--- config.mk ---
export PLATFORM = sky130hd
export DESIGN_NAME = rtcc_ctrl
export DESIGN_NICKNAME = d
export VERILOG_FILES = /design/src/pkg/rtcc_pkg.sv /design/src/design/rtcc_ctrl.sv
export SDC_FILE = /design/constraint.sdc
export NUM_CORES = 1
export LEC_CHECK = 0
export BUFFER_PORTS_ARGS = -buffer_cell sky130_fd_sc_hd__buf_2
export CAP_MARGIN = 20
export CORE_MARGIN = 2
export CORE_UTILIZATION = 48
export DETAILED_ROUTE_END_ITERATION = 6
export GPL_ROUTABILITY_DRIVEN = 0
export GPL_TIMING_DRIVEN = 0
export MAX_ROUTING_LAYER = met4
export PLACE_DENSITY_LB_ADDON = 0.08
export SLEW_MARGIN = 20
export SYNTH_ARGS = -nofsm -noshare
export SYNTH_HDL_FRONTEND = slang
export SYNTH_SLANG_ARGS = --single-unit
export TNS_END_PERCENT = 50
--- constraint.sdc ---
create_clock -name ref_clk -period 1.75 [get_ports ref_clk]
set_input_delay 0.0875 -clock ref_clk [delete_from_list [all_inputs] [get_ports ref_clk]]
set_output_delay 0.0875 -clock ref_clk [all_outputs]
set_load 0.1 [all_outputs]
--- src/pkg/rtcc_pkg.sv ---
// Constants, types and register layout for the real-time counter control block
package rtcc_pkg;
	localparam logic [31:0] ADDR_POWER_CLOCK = 32'h0ffffadd;
	localparam logic [31:0] ADDR_INTERVAL_OUT = 32'h0ffffae0;
	localparam logic [31:0] ADDR_RUN_OUT_CYCLE = 32'hfffffade;
	localparam logic [31:0] ADDR_ALARM_WAIT = 32'hfffffadf;
	localparam logic [7:0] CTRL_RESET = 8'h00;
	localparam logic [7:0] MASK_POWER_CLOCK = 8'hc0;
	localparam logic [7:0] MASK_RUN_OUT_CYCLE = 8'hbf;
	localparam logic [7:0] MASK_ALARM_WAIT = 8'h81;
	localparam logic [7:0] MASK_INTERVAL_OUT = 8'he7;
	localparam int unsigned POWER_ON_BIT = 7;
	localparam int unsigned CLK_SEL_BIT = 6;
	localparam int unsigned RUN_BIT = 7;
	localparam int unsigned ONE_HZ_BIT = 5;
	localparam int unsigned CLK32K_BIT = 4;
	localparam int unsigned HOUR24_BIT = 3;
	localparam int unsigned ALARM_EN_BIT = 7;
	localparam int unsigned WAIT_STAT_BIT = 1;
	localparam int unsigned WAIT_REQ_BIT = 0;
	localparam int unsigned INT_EN_BIT = 7;
	localparam int unsigned DIV_EN_BIT = 6;
	localparam int unsigned DIV_FREQ_BIT = 5;
	localparam int unsigned SEL_MSB = 2;
	localparam int unsigned SEL_LSB = 0;
	localparam logic [2:0] FC_NONE = 3'h0;
	localparam logic [2:0] FC_HALF_SEC = 3'h1;
	localparam logic [2:0] FC_SECOND = 3'h2;
	localparam logic [2:0] FC_MINUTE = 3'h3;
	localparam logic [2:0] FC_HOUR = 3'h4;
	localparam logic [2:0] FC_DAY = 3'h5;
	localparam logic [2:0] INTERVAL_TOP_SEL = 3'h6;
	localparam int unsigned PRESC_W = 15;
	localparam int unsigned ONE_HZ_TAP = 14;
	localparam int unsigned DIV_512_TAP = 5;
	localparam int unsigned DIV_16K_TAP = 0;
	localparam logic [14:0] INTERVAL_BASE = 15'h0040;
	localparam logic [14:0] HALF_SEC_MASK = 15'h3fff;
	localparam int unsigned CLK_HZ = 100000000;
	localparam int unsigned SYNC_TICKS = 2;
	localparam int unsigned SY_WAIT = 0;
	localparam int unsigned SY_ONE_HZ = 1;
	localparam int unsigned SY_CLK32K = 2;
	localparam int unsigned SY_DIV_EN = 3;
	localparam int unsigned SY_DIV_SEL = 4;
	localparam int unsigned SY_W = 5;
	typedef enum logic [2:0] {
		RTCC_RUN = 3'b001,
		RTCC_HOLD = 3'b010,
		RTCC_DRAIN = 3'b100
	} rtcc_wait_e;
	typedef struct packed {
		logic [31:0] addr;
		logic [7:0] wdata;
		logic wr;
		logic rd;
	} rtcc_bus_req_s;
	typedef struct packed {
		logic one_hz;
		logic clk32k;
		logic div;
	} rtcc_pins_s;
	typedef struct packed {
		logic fixed_cycle;
		logic alarm;
		logic interval;
	} rtcc_irqs_s;
	typedef struct packed {
		logic [7:0] ctrl0;
		logic [7:0] ctrl1;
		logic [7:0] ctrl2;
		logic [7:0] ctrl3;
		logic [7:0] rdata;
		logic [14:0] presc;
		logic [4:0] sync1;
		logic [4:0] sync2;
		logic sub_prev;
		logic brg_prev;
		rtcc_wait_e wstate;
		logic pend_ovf;
		logic sec_up;
		rtcc_pins_s pins;
		rtcc_irqs_s irqs;
	} rtcc_state_s;
endpackage

--- src/design/rtcc_ctrl.sv ---
// Control and status registers of the calendar real-time counter
// Functional notes
// Power bit stops or enables whole counter
// Select bit picks subclock or baud clock
// Change clock select only while powered off
// Keep clock select zero in backup mode
// Registers clear only on backup power-on reset
// Run bit stops or allows time counting
// Never write run bit from one to zero
// One-hertz pin follows enable within two ticks
// Clock pin carries 32.768 kHz when enabled
// Format bit picks 12 or 24 hours
// Rewrite hour count after changing format
// Fixed-cycle select picks interrupt period
// Alarm enable gates alarm interrupt on match
// Wait request halts second-to-year counting
// Wait status shows wait has taken effect
// Overflow during wait kept, applied, or discarded
// Wait status holds until counter writes finish
// Interval enable gates interval interrupt
// Divided pin enable and frequency select
// Divided pin starts or stops within two ticks
// Interval select sets period 2^6 to 2^12
// Backup mode silences interrupts and pin outputs
// Control bits staged into counting-tick domain
`timescale 1ns/1ps
module rtcc_ctrl (
	input wire logic ref_clk,
	input wire logic rst,
	input wire rtcc_pkg::rtcc_bus_req_s bus_req,
	output logic [7:0] rd_data,
	input wire logic sub_clk,
	input wire logic brg_clk,
	input wire logic backup_mode_set,
	input wire logic alarm_match,
	input wire logic minute_start,
	input wire logic hour_start,
	input wire logic day_start,
	input wire logic month_start,
	input wire logic second_write,
	input wire logic counter_write_busy,
	output rtcc_pkg::rtcc_pins_s pins,
	output rtcc_pkg::rtcc_irqs_s irqs,
	output logic sec_count_up,
	output logic time_count_en,
	output logic counter_hold,
	output logic rtc_power_on,
	output logic count_clock_select,
	output logic hour_format_24
);
	rtcc_pkg::rtcc_state_s st_reg;
	rtcc_pkg::rtcc_state_s st_next;
	logic tick;
	logic running;
	logic ovf;
	logic wait_status;
	logic fc_hit;
	logic [14:0] int_mask;

	function automatic logic [14:0] interval_mask(input logic [2:0] sel);
		logic [2:0] s;
		s = (sel >= rtcc_pkg::INTERVAL_TOP_SEL) ? rtcc_pkg::INTERVAL_TOP_SEL : sel;
		return (rtcc_pkg::INTERVAL_BASE << s) - 15'h0001;
	endfunction

	// Counting tick from a rising edge of the chosen count clock
	assign tick = st_reg.ctrl0[rtcc_pkg::CLK_SEL_BIT] ? (brg_clk & ~st_reg.brg_prev) :
		(sub_clk & ~st_reg.sub_prev);
	assign running = st_reg.ctrl0[rtcc_pkg::POWER_ON_BIT] & st_reg.ctrl1[rtcc_pkg::RUN_BIT];
	assign ovf = tick & running & (&st_reg.presc);
	assign wait_status = (st_reg.wstate != rtcc_pkg::RTCC_RUN);
	assign int_mask = interval_mask(st_reg.ctrl3[rtcc_pkg::SEL_MSB:rtcc_pkg::SEL_LSB]);

	always_comb
	begin
		st_next = st_reg;
		fc_hit = 1'b0;
		st_next.sub_prev = sub_clk;
		st_next.brg_prev = brg_clk;
		st_next.rdata = 8'h00;
		st_next.sec_up = 1'b0;
		// Bus writes; only the documented bits are storable
		if (bus_req.wr)
		begin
			unique case (bus_req.addr)
				rtcc_pkg::ADDR_POWER_CLOCK:
					st_next.ctrl0 = bus_req.wdata & rtcc_pkg::MASK_POWER_CLOCK;
				rtcc_pkg::ADDR_RUN_OUT_CYCLE:
					st_next.ctrl1 = bus_req.wdata & rtcc_pkg::MASK_RUN_OUT_CYCLE;
				rtcc_pkg::ADDR_ALARM_WAIT:
					st_next.ctrl2 = bus_req.wdata & rtcc_pkg::MASK_ALARM_WAIT;
				rtcc_pkg::ADDR_INTERVAL_OUT:
					st_next.ctrl3 = bus_req.wdata & rtcc_pkg::MASK_INTERVAL_OUT;
				default:
					st_next.rdata = 8'h00;
			endcase
		end
		if (bus_req.rd)
		begin
			unique case (bus_req.addr)
				rtcc_pkg::ADDR_POWER_CLOCK:
					st_next.rdata = st_reg.ctrl0;
				rtcc_pkg::ADDR_RUN_OUT_CYCLE:
					st_next.rdata = st_reg.ctrl1;
				rtcc_pkg::ADDR_ALARM_WAIT:
				begin
					st_next.rdata = st_reg.ctrl2;
					st_next.rdata[rtcc_pkg::WAIT_STAT_BIT] = wait_status;
				end
				rtcc_pkg::ADDR_INTERVAL_OUT:
					st_next.rdata = st_reg.ctrl3;
				default:
					st_next.rdata = 8'h00;
			endcase
		end
		// Controls staged through two counting ticks, bounding latency at two
		if (tick)
		begin
			st_next.sync1[rtcc_pkg::SY_WAIT] = st_reg.ctrl2[rtcc_pkg::WAIT_REQ_BIT];
			st_next.sync1[rtcc_pkg::SY_ONE_HZ] = st_reg.ctrl1[rtcc_pkg::ONE_HZ_BIT];
			st_next.sync1[rtcc_pkg::SY_CLK32K] = st_reg.ctrl1[rtcc_pkg::CLK32K_BIT];
			st_next.sync1[rtcc_pkg::SY_DIV_EN] = st_reg.ctrl3[rtcc_pkg::DIV_EN_BIT];
			st_next.sync1[rtcc_pkg::SY_DIV_SEL] = st_reg.ctrl3[rtcc_pkg::DIV_FREQ_BIT];
			st_next.sync2 = st_reg.sync1;
		end
		// Prescaler is held clear while powered off so a restart begins a full second
		if (!st_reg.ctrl0[rtcc_pkg::POWER_ON_BIT])
			st_next.presc = 15'h0000;
		else if (tick && running)
			st_next.presc = st_reg.presc + 15'h0001;
		// Wait handshake
		unique case (st_reg.wstate)
			rtcc_pkg::RTCC_RUN:
				if (st_reg.sync2[rtcc_pkg::SY_WAIT])
					st_next.wstate = rtcc_pkg::RTCC_HOLD;
			rtcc_pkg::RTCC_HOLD:
				if (!st_reg.sync2[rtcc_pkg::SY_WAIT])
					st_next.wstate = rtcc_pkg::RTCC_DRAIN;
			rtcc_pkg::RTCC_DRAIN:
				if (st_reg.sync2[rtcc_pkg::SY_WAIT])
					st_next.wstate = rtcc_pkg::RTCC_HOLD;
				else if (!counter_write_busy)
					st_next.wstate = rtcc_pkg::RTCC_RUN;
			default:
				st_next.wstate = rtcc_pkg::RTCC_RUN;
		endcase
		// Seconds carry; a carry during wait is parked, a seconds write drops it
		if (st_reg.wstate == rtcc_pkg::RTCC_HOLD)
		begin
			if (ovf)
				st_next.pend_ovf = 1'b1;
			if (second_write)
				st_next.pend_ovf = 1'b0;
		end
		else if (st_reg.pend_ovf)
		begin
			st_next.sec_up = 1'b1;
			st_next.pend_ovf = 1'b0;
		end
		else
			st_next.sec_up = ovf;
		// Fixed-cycle period select
		unique case (st_reg.ctrl1[rtcc_pkg::SEL_MSB:rtcc_pkg::SEL_LSB])
			rtcc_pkg::FC_NONE:
				fc_hit = 1'b0;
			rtcc_pkg::FC_HALF_SEC:
				fc_hit = tick & running & ((st_reg.presc & rtcc_pkg::HALF_SEC_MASK) ==
					rtcc_pkg::HALF_SEC_MASK);
			rtcc_pkg::FC_SECOND:
				fc_hit = st_next.sec_up;
			rtcc_pkg::FC_MINUTE:
				fc_hit = minute_start;
			rtcc_pkg::FC_HOUR:
				fc_hit = hour_start;
			rtcc_pkg::FC_DAY:
				fc_hit = day_start;
			default:
				fc_hit = month_start;
		endcase
		// Interrupts and pins are silenced in backup mode; counting goes on
		st_next.irqs.fixed_cycle = fc_hit & ~backup_mode_set;
		st_next.irqs.alarm = alarm_match & st_reg.ctrl2[rtcc_pkg::ALARM_EN_BIT] &
			~backup_mode_set;
		st_next.irqs.interval = tick & running & st_reg.ctrl3[rtcc_pkg::INT_EN_BIT] &
			((st_reg.presc & int_mask) == int_mask) & ~backup_mode_set;
		st_next.pins.one_hz = st_reg.sync2[rtcc_pkg::SY_ONE_HZ] &
			st_reg.presc[rtcc_pkg::ONE_HZ_TAP] & ~backup_mode_set;
		st_next.pins.clk32k = st_reg.sync2[rtcc_pkg::SY_CLK32K] & sub_clk &
			~backup_mode_set;
		st_next.pins.div = st_reg.sync2[rtcc_pkg::SY_DIV_EN] & ~backup_mode_set &
			(st_reg.sync2[rtcc_pkg::SY_DIV_SEL] ? st_reg.presc[rtcc_pkg::DIV_16K_TAP] :
			st_reg.presc[rtcc_pkg::DIV_512_TAP]);
	end

	// Only the backup-domain power-on reset clears state; no other reset enters here
	always_ff @(posedge ref_clk or posedge rst)
	begin
		if (rst)
		begin
			st_reg <= '0;
			st_reg.ctrl0 <= rtcc_pkg::CTRL_RESET;
			st_reg.ctrl1 <= rtcc_pkg::CTRL_RESET;
			st_reg.ctrl2 <= rtcc_pkg::CTRL_RESET;
			st_reg.ctrl3 <= rtcc_pkg::CTRL_RESET;
			st_reg.wstate <= rtcc_pkg::RTCC_RUN;
		end
		else
			st_reg <= st_next;
	end

	assign rd_data = st_reg.rdata;
	assign pins = st_reg.pins;
	assign irqs = st_reg.irqs;
	assign sec_count_up = st_reg.sec_up;
	assign counter_hold = (st_reg.wstate == rtcc_pkg::RTCC_HOLD);
	assign time_count_en = running & ~counter_hold;
	assign rtc_power_on = st_reg.ctrl0[rtcc_pkg::POWER_ON_BIT];
	assign count_clock_select = st_reg.ctrl0[rtcc_pkg::CLK_SEL_BIT];
	assign hour_format_24 = st_reg.ctrl1[rtcc_pkg::HOUR24_BIT];
endmodule

==> reports/qor.yml, run 1 <==
hpwl_mm: 5.221
initial_core_util_pct: 49.13
synth_nets: 337
vias_per_cell: 5.497
end_kind: "register"
grt_first_pass_wirelength_mm: 12.03
period_minus_slack_ns: 1.657
syn_to_final_growth_pct: 27.39
crit_family: "simple AND/OR/NAND/NOR gates"
register_area_sq_um: 1582
synth_top_area_share_pct: 50.02
num_antenna_cells: 0
largest_register_ffs: 45
outcome: "finished, final reports clean"
synthFlopType: "dfrtp_1"
crit_path_top_delay_cell: "dfrtp_2"
final_cell_area_sq_um: 3951
multi_input_area_sq_um: 1440
drv_cap: 0
cp_data_arrival_time_ns: 1.87
die_x_microns: 84.39
row_count: 29
nFillCells: 548
clock_path_buffers: 2
r2r_slack_ns: 0.09
max_slew.worst_pin.slew_ns: 0.7941
timing.final.ws_setup_ns: 0.09276
skew_ns: 0.008197
leakage_nw: 1.953
grt_pass1_vias: 2527
crit_required_ns: 1.96
grt_use_total_pct: 21.95
die_y_microns: 84.39
grt_overflow: 0
ys_types: 48
cpPeakStageDelay_ns: 0.44
layout-drive-gt1-share_pct: 42.59
cts-root-buf: "clkbuf_8"
synth_seq_area_share_pct: 50.87
fin_nets: 428
port_buffers: 73
yosysMostFrequentCell: "dfrtp_1"
cts-buffers-inserted: 9
crit_chain: "or3b_4 > a21oi_4 > nand4_1 > o211ai_1 > o31ai_1"
place_ws_ns: -0.05567
cts_sinks: 63
path_buf_inv: 0
slew_viol_final: 0
yosysTopAreaCell: "dfrtp_1"
dp.cells: 433
grt_start_max_net_pins: 42
hold_viol: 0
design.portCount: 74
synth_cells: 282
finalCoreUtilization_pct: 62.58
final-instance-count-excl-fill: 455
drt_wl_total_mm: 6.900
startpoint_type: "register"
drt_iter0_markers: 99
power.density_nw_per_um2: 712.3
netlist_top_cells_count: "62 x dfrtp_1, 29 x mux2_2, 20 x nand2_1, 18 x nor2_1, 15 x nand3_1"
fin_crit_sh_pct: 94.70
clock_latency_ns: 0.33
synthTopCellsByArea: "dfrtp_1 50%, mux2_2 11%, buf_4 3.4%"
async_reset_ff_share_pct: 100.0
htreeDepth: 3
via_count: 2501
yosys_warnings: 0
clk_pin_slew_worst_paths_ns: 0.07
coreArea_sq_um: 6314
first_pass_iters: 4
crit_type: "register to register"
fmax_ghz: 0.6034
drc_errors: 0
synth.cell_area_sq_um: 3102
synth-edff-count: 0
syn_avg_cell_area_sq_um: 11.00
antenna_found_initial: 0
setup_violations: 0
dpl_cell_area_sq_um: 3661
wire_per_inst_microns: 15.16
postCtsSetupBuffers: 0
dieArea_sq_um: 7121
ys_ff_latch: 63
max-vdd-ir-drop_mv: 0.4747
rsz0062_at_grt: "yes"
cp_max_fo: 5
hold_class: "input pin to register"
slew_headroom_pct: 46.34
cts_tree: "yes"
ant_nets: 0
[power breakdown]
group | total, W | internal (W) | switching [W]
clock network | 0.00119 | 0.000662 | 0.000533
logic | 0.000161 | 0.0000782 | 0.0000829
registers | 0.00146 | 0.00146 | 0.000000486
total | 0.00281 | 0.00220 | 0.000616
[cells in the final DEF (no fill, tap or decap), drive strengths merged, types with 4 or more instances in the layout]
cell type	n
a21oi	10
and3	6
buf	91
clkbuf	18
dfrtp	62
dlygate4sd3	7
inv	5
mux2	29
mux2i	5
nand2	20
nand3	17
nand4	11
nand4b	5
nor2	18
nor2b	4
nor3	8
o211ai	5
o21ai	6
o31ai	4
xor2	4
[area by class of cell]
cell class	instances	share of cell area, %
Sequential cell	63	40.03
Multi-Input combinational cell	191	36.45
Timing Repair Buffer	81	11.65
Clock buffer	13	4.528
Buffer	22	3.990
Tap cell	77	2.438
Inverter	5	0.5383
Clock inverter	3	0.3800
[metal layers]
layer	global-route usage (%)	wire length, microns	vias to the layer above
met2	33.77	3219	64
li1	-	-	1211
met1	28.91	3177	1214
met4	8.081	134	0
met3	4.621	368	12
met5	-	0	-
[stage by stage]
step           setup TNS (ns)  hold slack [ns]  total power, W
2_1_floorplan         -0.7354           0.1189        0.001543
3_3_place_gp           -42.67           0.2210        0.001628
3_5_place_dp          -0.4385          0.06245        0.001638
4_1_cts                     0         0.002081        0.002848
5_1_grt              -0.01332          0.01182        0.002944
6_report                    0          0.01745        0.002815
[kinds of logic (layout without fill, tap and decap cells)]
logic type / count (synthesis) / after routing / synth area share (%)
buffers and inverters: 28 / 124 / 5.244
DFF: 63 / 63 / 50.87
muxes: 34 / 34 / 12.14
and+or+nand+nor: 116 / 116 / 22.35
adders and majority gates: 1 / 1 / 0.4033
AOI/OAI and AO/OA: 35 / 35 / 7.584
xor gates and xnor gates: 5 / 5 / 1.412
[path summary, 6_finish.rpt]
kind,start,end,depth (start not counted)
worst min-delay path,bus_req[7],st_reg[67]$_DFFE_PP0P_,2
max in group asynchronous,rst,st_reg[8]$_DFFE_PP1P_,4
min in group asynchronous,rst,rd_data[6]$_DFF_PP0_,3
worst min register to register,st_reg[30]$_DFFE_PP0P_,st_reg[30]$_DFFE_PP0P_,1
worst max register to register,count_clock_select$_DFFE_PP0P_,st_reg[36]$_DFFE_PP0P_,5
worst max-delay path,count_clock_select$_DFFE_PP0P_,st_reg[36]$_DFFE_PP0P_,5
[timing repair]
item / CTS / global route
hold buffers: 7 / 0
endpoints found under the hold margin: 28 / 0
resized for setup: 3 / 5
pin swaps: 0 / 1
endpoints found under the setup margin: 2 / 8
cloned: 0 / 0
Power figures use the tool's default switching activity.
==> run 2, diff against run 1 <==
- RECOVER_POWER: not set -> 25
==> run 2 against run 1 <==
Design area about the same. Flip-flop and latch count did not move. Die area unchanged. Critical endpoint unchanged. Critical path depth unchanged. Final cell count unchanged.
==> reports/qor.yml, run 2 (synthesized netlist as in run 1, its figures left out) <==
initial_core_util_pct: 49.13
setup_violations: 0
drc_errors: 0
syn_to_final_growth_pct: 27.35
slew_viol_final: 0
fin_nets: 428
cp_max_fo: 5
drv_cap: 0
max-vdd-ir-drop_mv: 0.4747
hold_viol: 0
period_minus_slack_ns: 1.657
path_buf_inv: 0
fmax_ghz: 0.6034
hold_class: "input pin to register"
tns_ns: 0
grt_first_pass_wirelength_mm: 12.03
cpPeakStageDelay_ns: 0.44
clock_latency_ns: 0.33
end_kind: "register"
cts_tree: "yes"
ant_nets: 0
design.portCount: 74
grt_overflow: 0
wire_per_inst_microns: 15.17
cts-root-buf: "clkbuf_8"
grtUsageMet3_pct: 4.621
max_slew.worst_pin.slew_ns: 0.9884
mostFrequentLayoutCell: "buf_2"
busiest_layer: "met2"
grt_start_max_net_pins: 42
dieArea_sq_um: 7121
grt_use_total_pct: 21.95
crit_type: "register to register"
power.density_nw_per_um2: 712.4
layout-drive-gt1-share_pct: 42.59
drt_iter0_markers: 99
coreArea_sq_um: 6314
antenna_found_initial: 0
grt_pass1_vias: 2527
cts-buffers-inserted: 9
r2r_slack_ns: 0.09
cp_data_arrival_time_ns: 1.87
crit_path_top_delay_cell: "dfrtp_2"
largest_register_ffs: 45
postCtsSetupBuffers: 0
via_count: 2501
skew_ns: 0.008197
rsz0062_at_grt: "yes"
fin_crit_sh_pct: 94.70
timing.final.ws_setup_ns: 0.09276
vias_per_cell: 5.497
num_antenna_cells: 0
row_count: 29
first_pass_iters: 4
die_x_microns: 84.39
htreeDepth: 3
die_y_microns: 84.39
startpoint_type: "register"
final_cell_mix: "74 x buf_2, 59 x dfrtp_1, 29 x mux2_2"
clk_pin_slew_worst_paths_ns: 0.07
slew_headroom_pct: 33.75
port_buffers: 73
hpwl_mm: 5.221
drt_wl_total_mm: 6.901
clock_path_buffers: 2
grt_use_met2_pct: 33.77
place_ws_ns: -0.05567
outcome: "finished, final reports clean"
met1_usage_pct: 28.91
crit_family: "simple AND/OR/NAND/NOR gates"
crit_chain: "or3b_4 > a21oi_4 > nand4_1 > o211ai_1 > o31ai_1"
cts_sinks: 63
leakage_nw: 1.949
crit_required_ns: 1.96
==> run 2: cell type report <==
| type | instances | area (sq um) |
|---|---|---|
| Inverter | 5 | 20.02 |
| Tap cell | 77 | 96.34 |
| Clock inverter | 3 | 15.01 |
| Multi-Input combinational cell | 191 | 1440 |
| Buffer | 22 | 157.7 |
| Clock buffer | 13 | 178.9 |
| Timing Repair Buffer | 81 | 460.4 |
| Fill cell | 547 | 2364 |
| Sequential cell | 63 | 1582 |
==> run 2: worst reg2reg max path: stages, from the launching register on <==
cell      delay [ns]
dfrtp_2         0.44
or3b_4          0.42
a21oi_4         0.22
nand4_1         0.19
o211ai_1        0.20
o31ai_1         0.09
==> run 2: timing repair <==
action,CTS,global route
resized for setup,3,5
pin swaps,0,1
endpoints found under the setup margin,2,8
hold buffers,7,0
hold endpoints to repair,28,0
==> run 2: path summary, 6_finish.rpt <==
path	startpoint	cells past startpoint	to
worst max-delay path	count_clock_select$_DFFE_PP0P_	5	st_reg[36]$_DFFE_PP0P_
worst min-delay path	bus_req[7]	2	st_reg[67]$_DFFE_PP0P_
worst max register to register	count_clock_select$_DFFE_PP0P_	5	st_reg[36]$_DFFE_PP0P_
worst min register to register	st_reg[30]$_DFFE_PP0P_	1	st_reg[30]$_DFFE_PP0P_
max in group asynchronous	rst	4	st_reg[8]$_DFFE_PP1P_
min in group asynchronous	rst	3	rd_data[6]$_DFF_PP0_
==> run 2: metal layers <==
layer	up-vias	share of wire [%]	routed length [microns]
met3	12	5.3	368
met4	0	1.9	134
met2	64	47	3220
met1	1214	46	3178
li1	1211	-	-
met5	-	0	0
==> run 2: where the power goes <==
part           switching (W)  internal (W)
combinational      0.0000825     0.0000779
clock               0.000533      0.000662
sequential       0.000000486       0.00146
==> run 2: through the flow <==
| step | hold slack (ns) | instance area (sq um) | utilization (%) | std cells | total power [W] |
|---|---|---|---|---|---|
| global route | 0.01182 | 3950 | 62.56 | 455 | 0.002943 |
| floorplan | 0.1189 | 3177 | - | 282 | 0.001543 |
| global placement | 0.2210 | 3638 | 57.63 | 432 | 0.001628 |
| detailed placement | 0.06245 | 3661 | 57.99 | 433 | 0.001638 |
| finish | 0.01745 | 3950 | 62.56 | 455 | 0.002814 |
| CTS | 0.002081 | 3935 | 62.33 | 456 | 0.002848 |
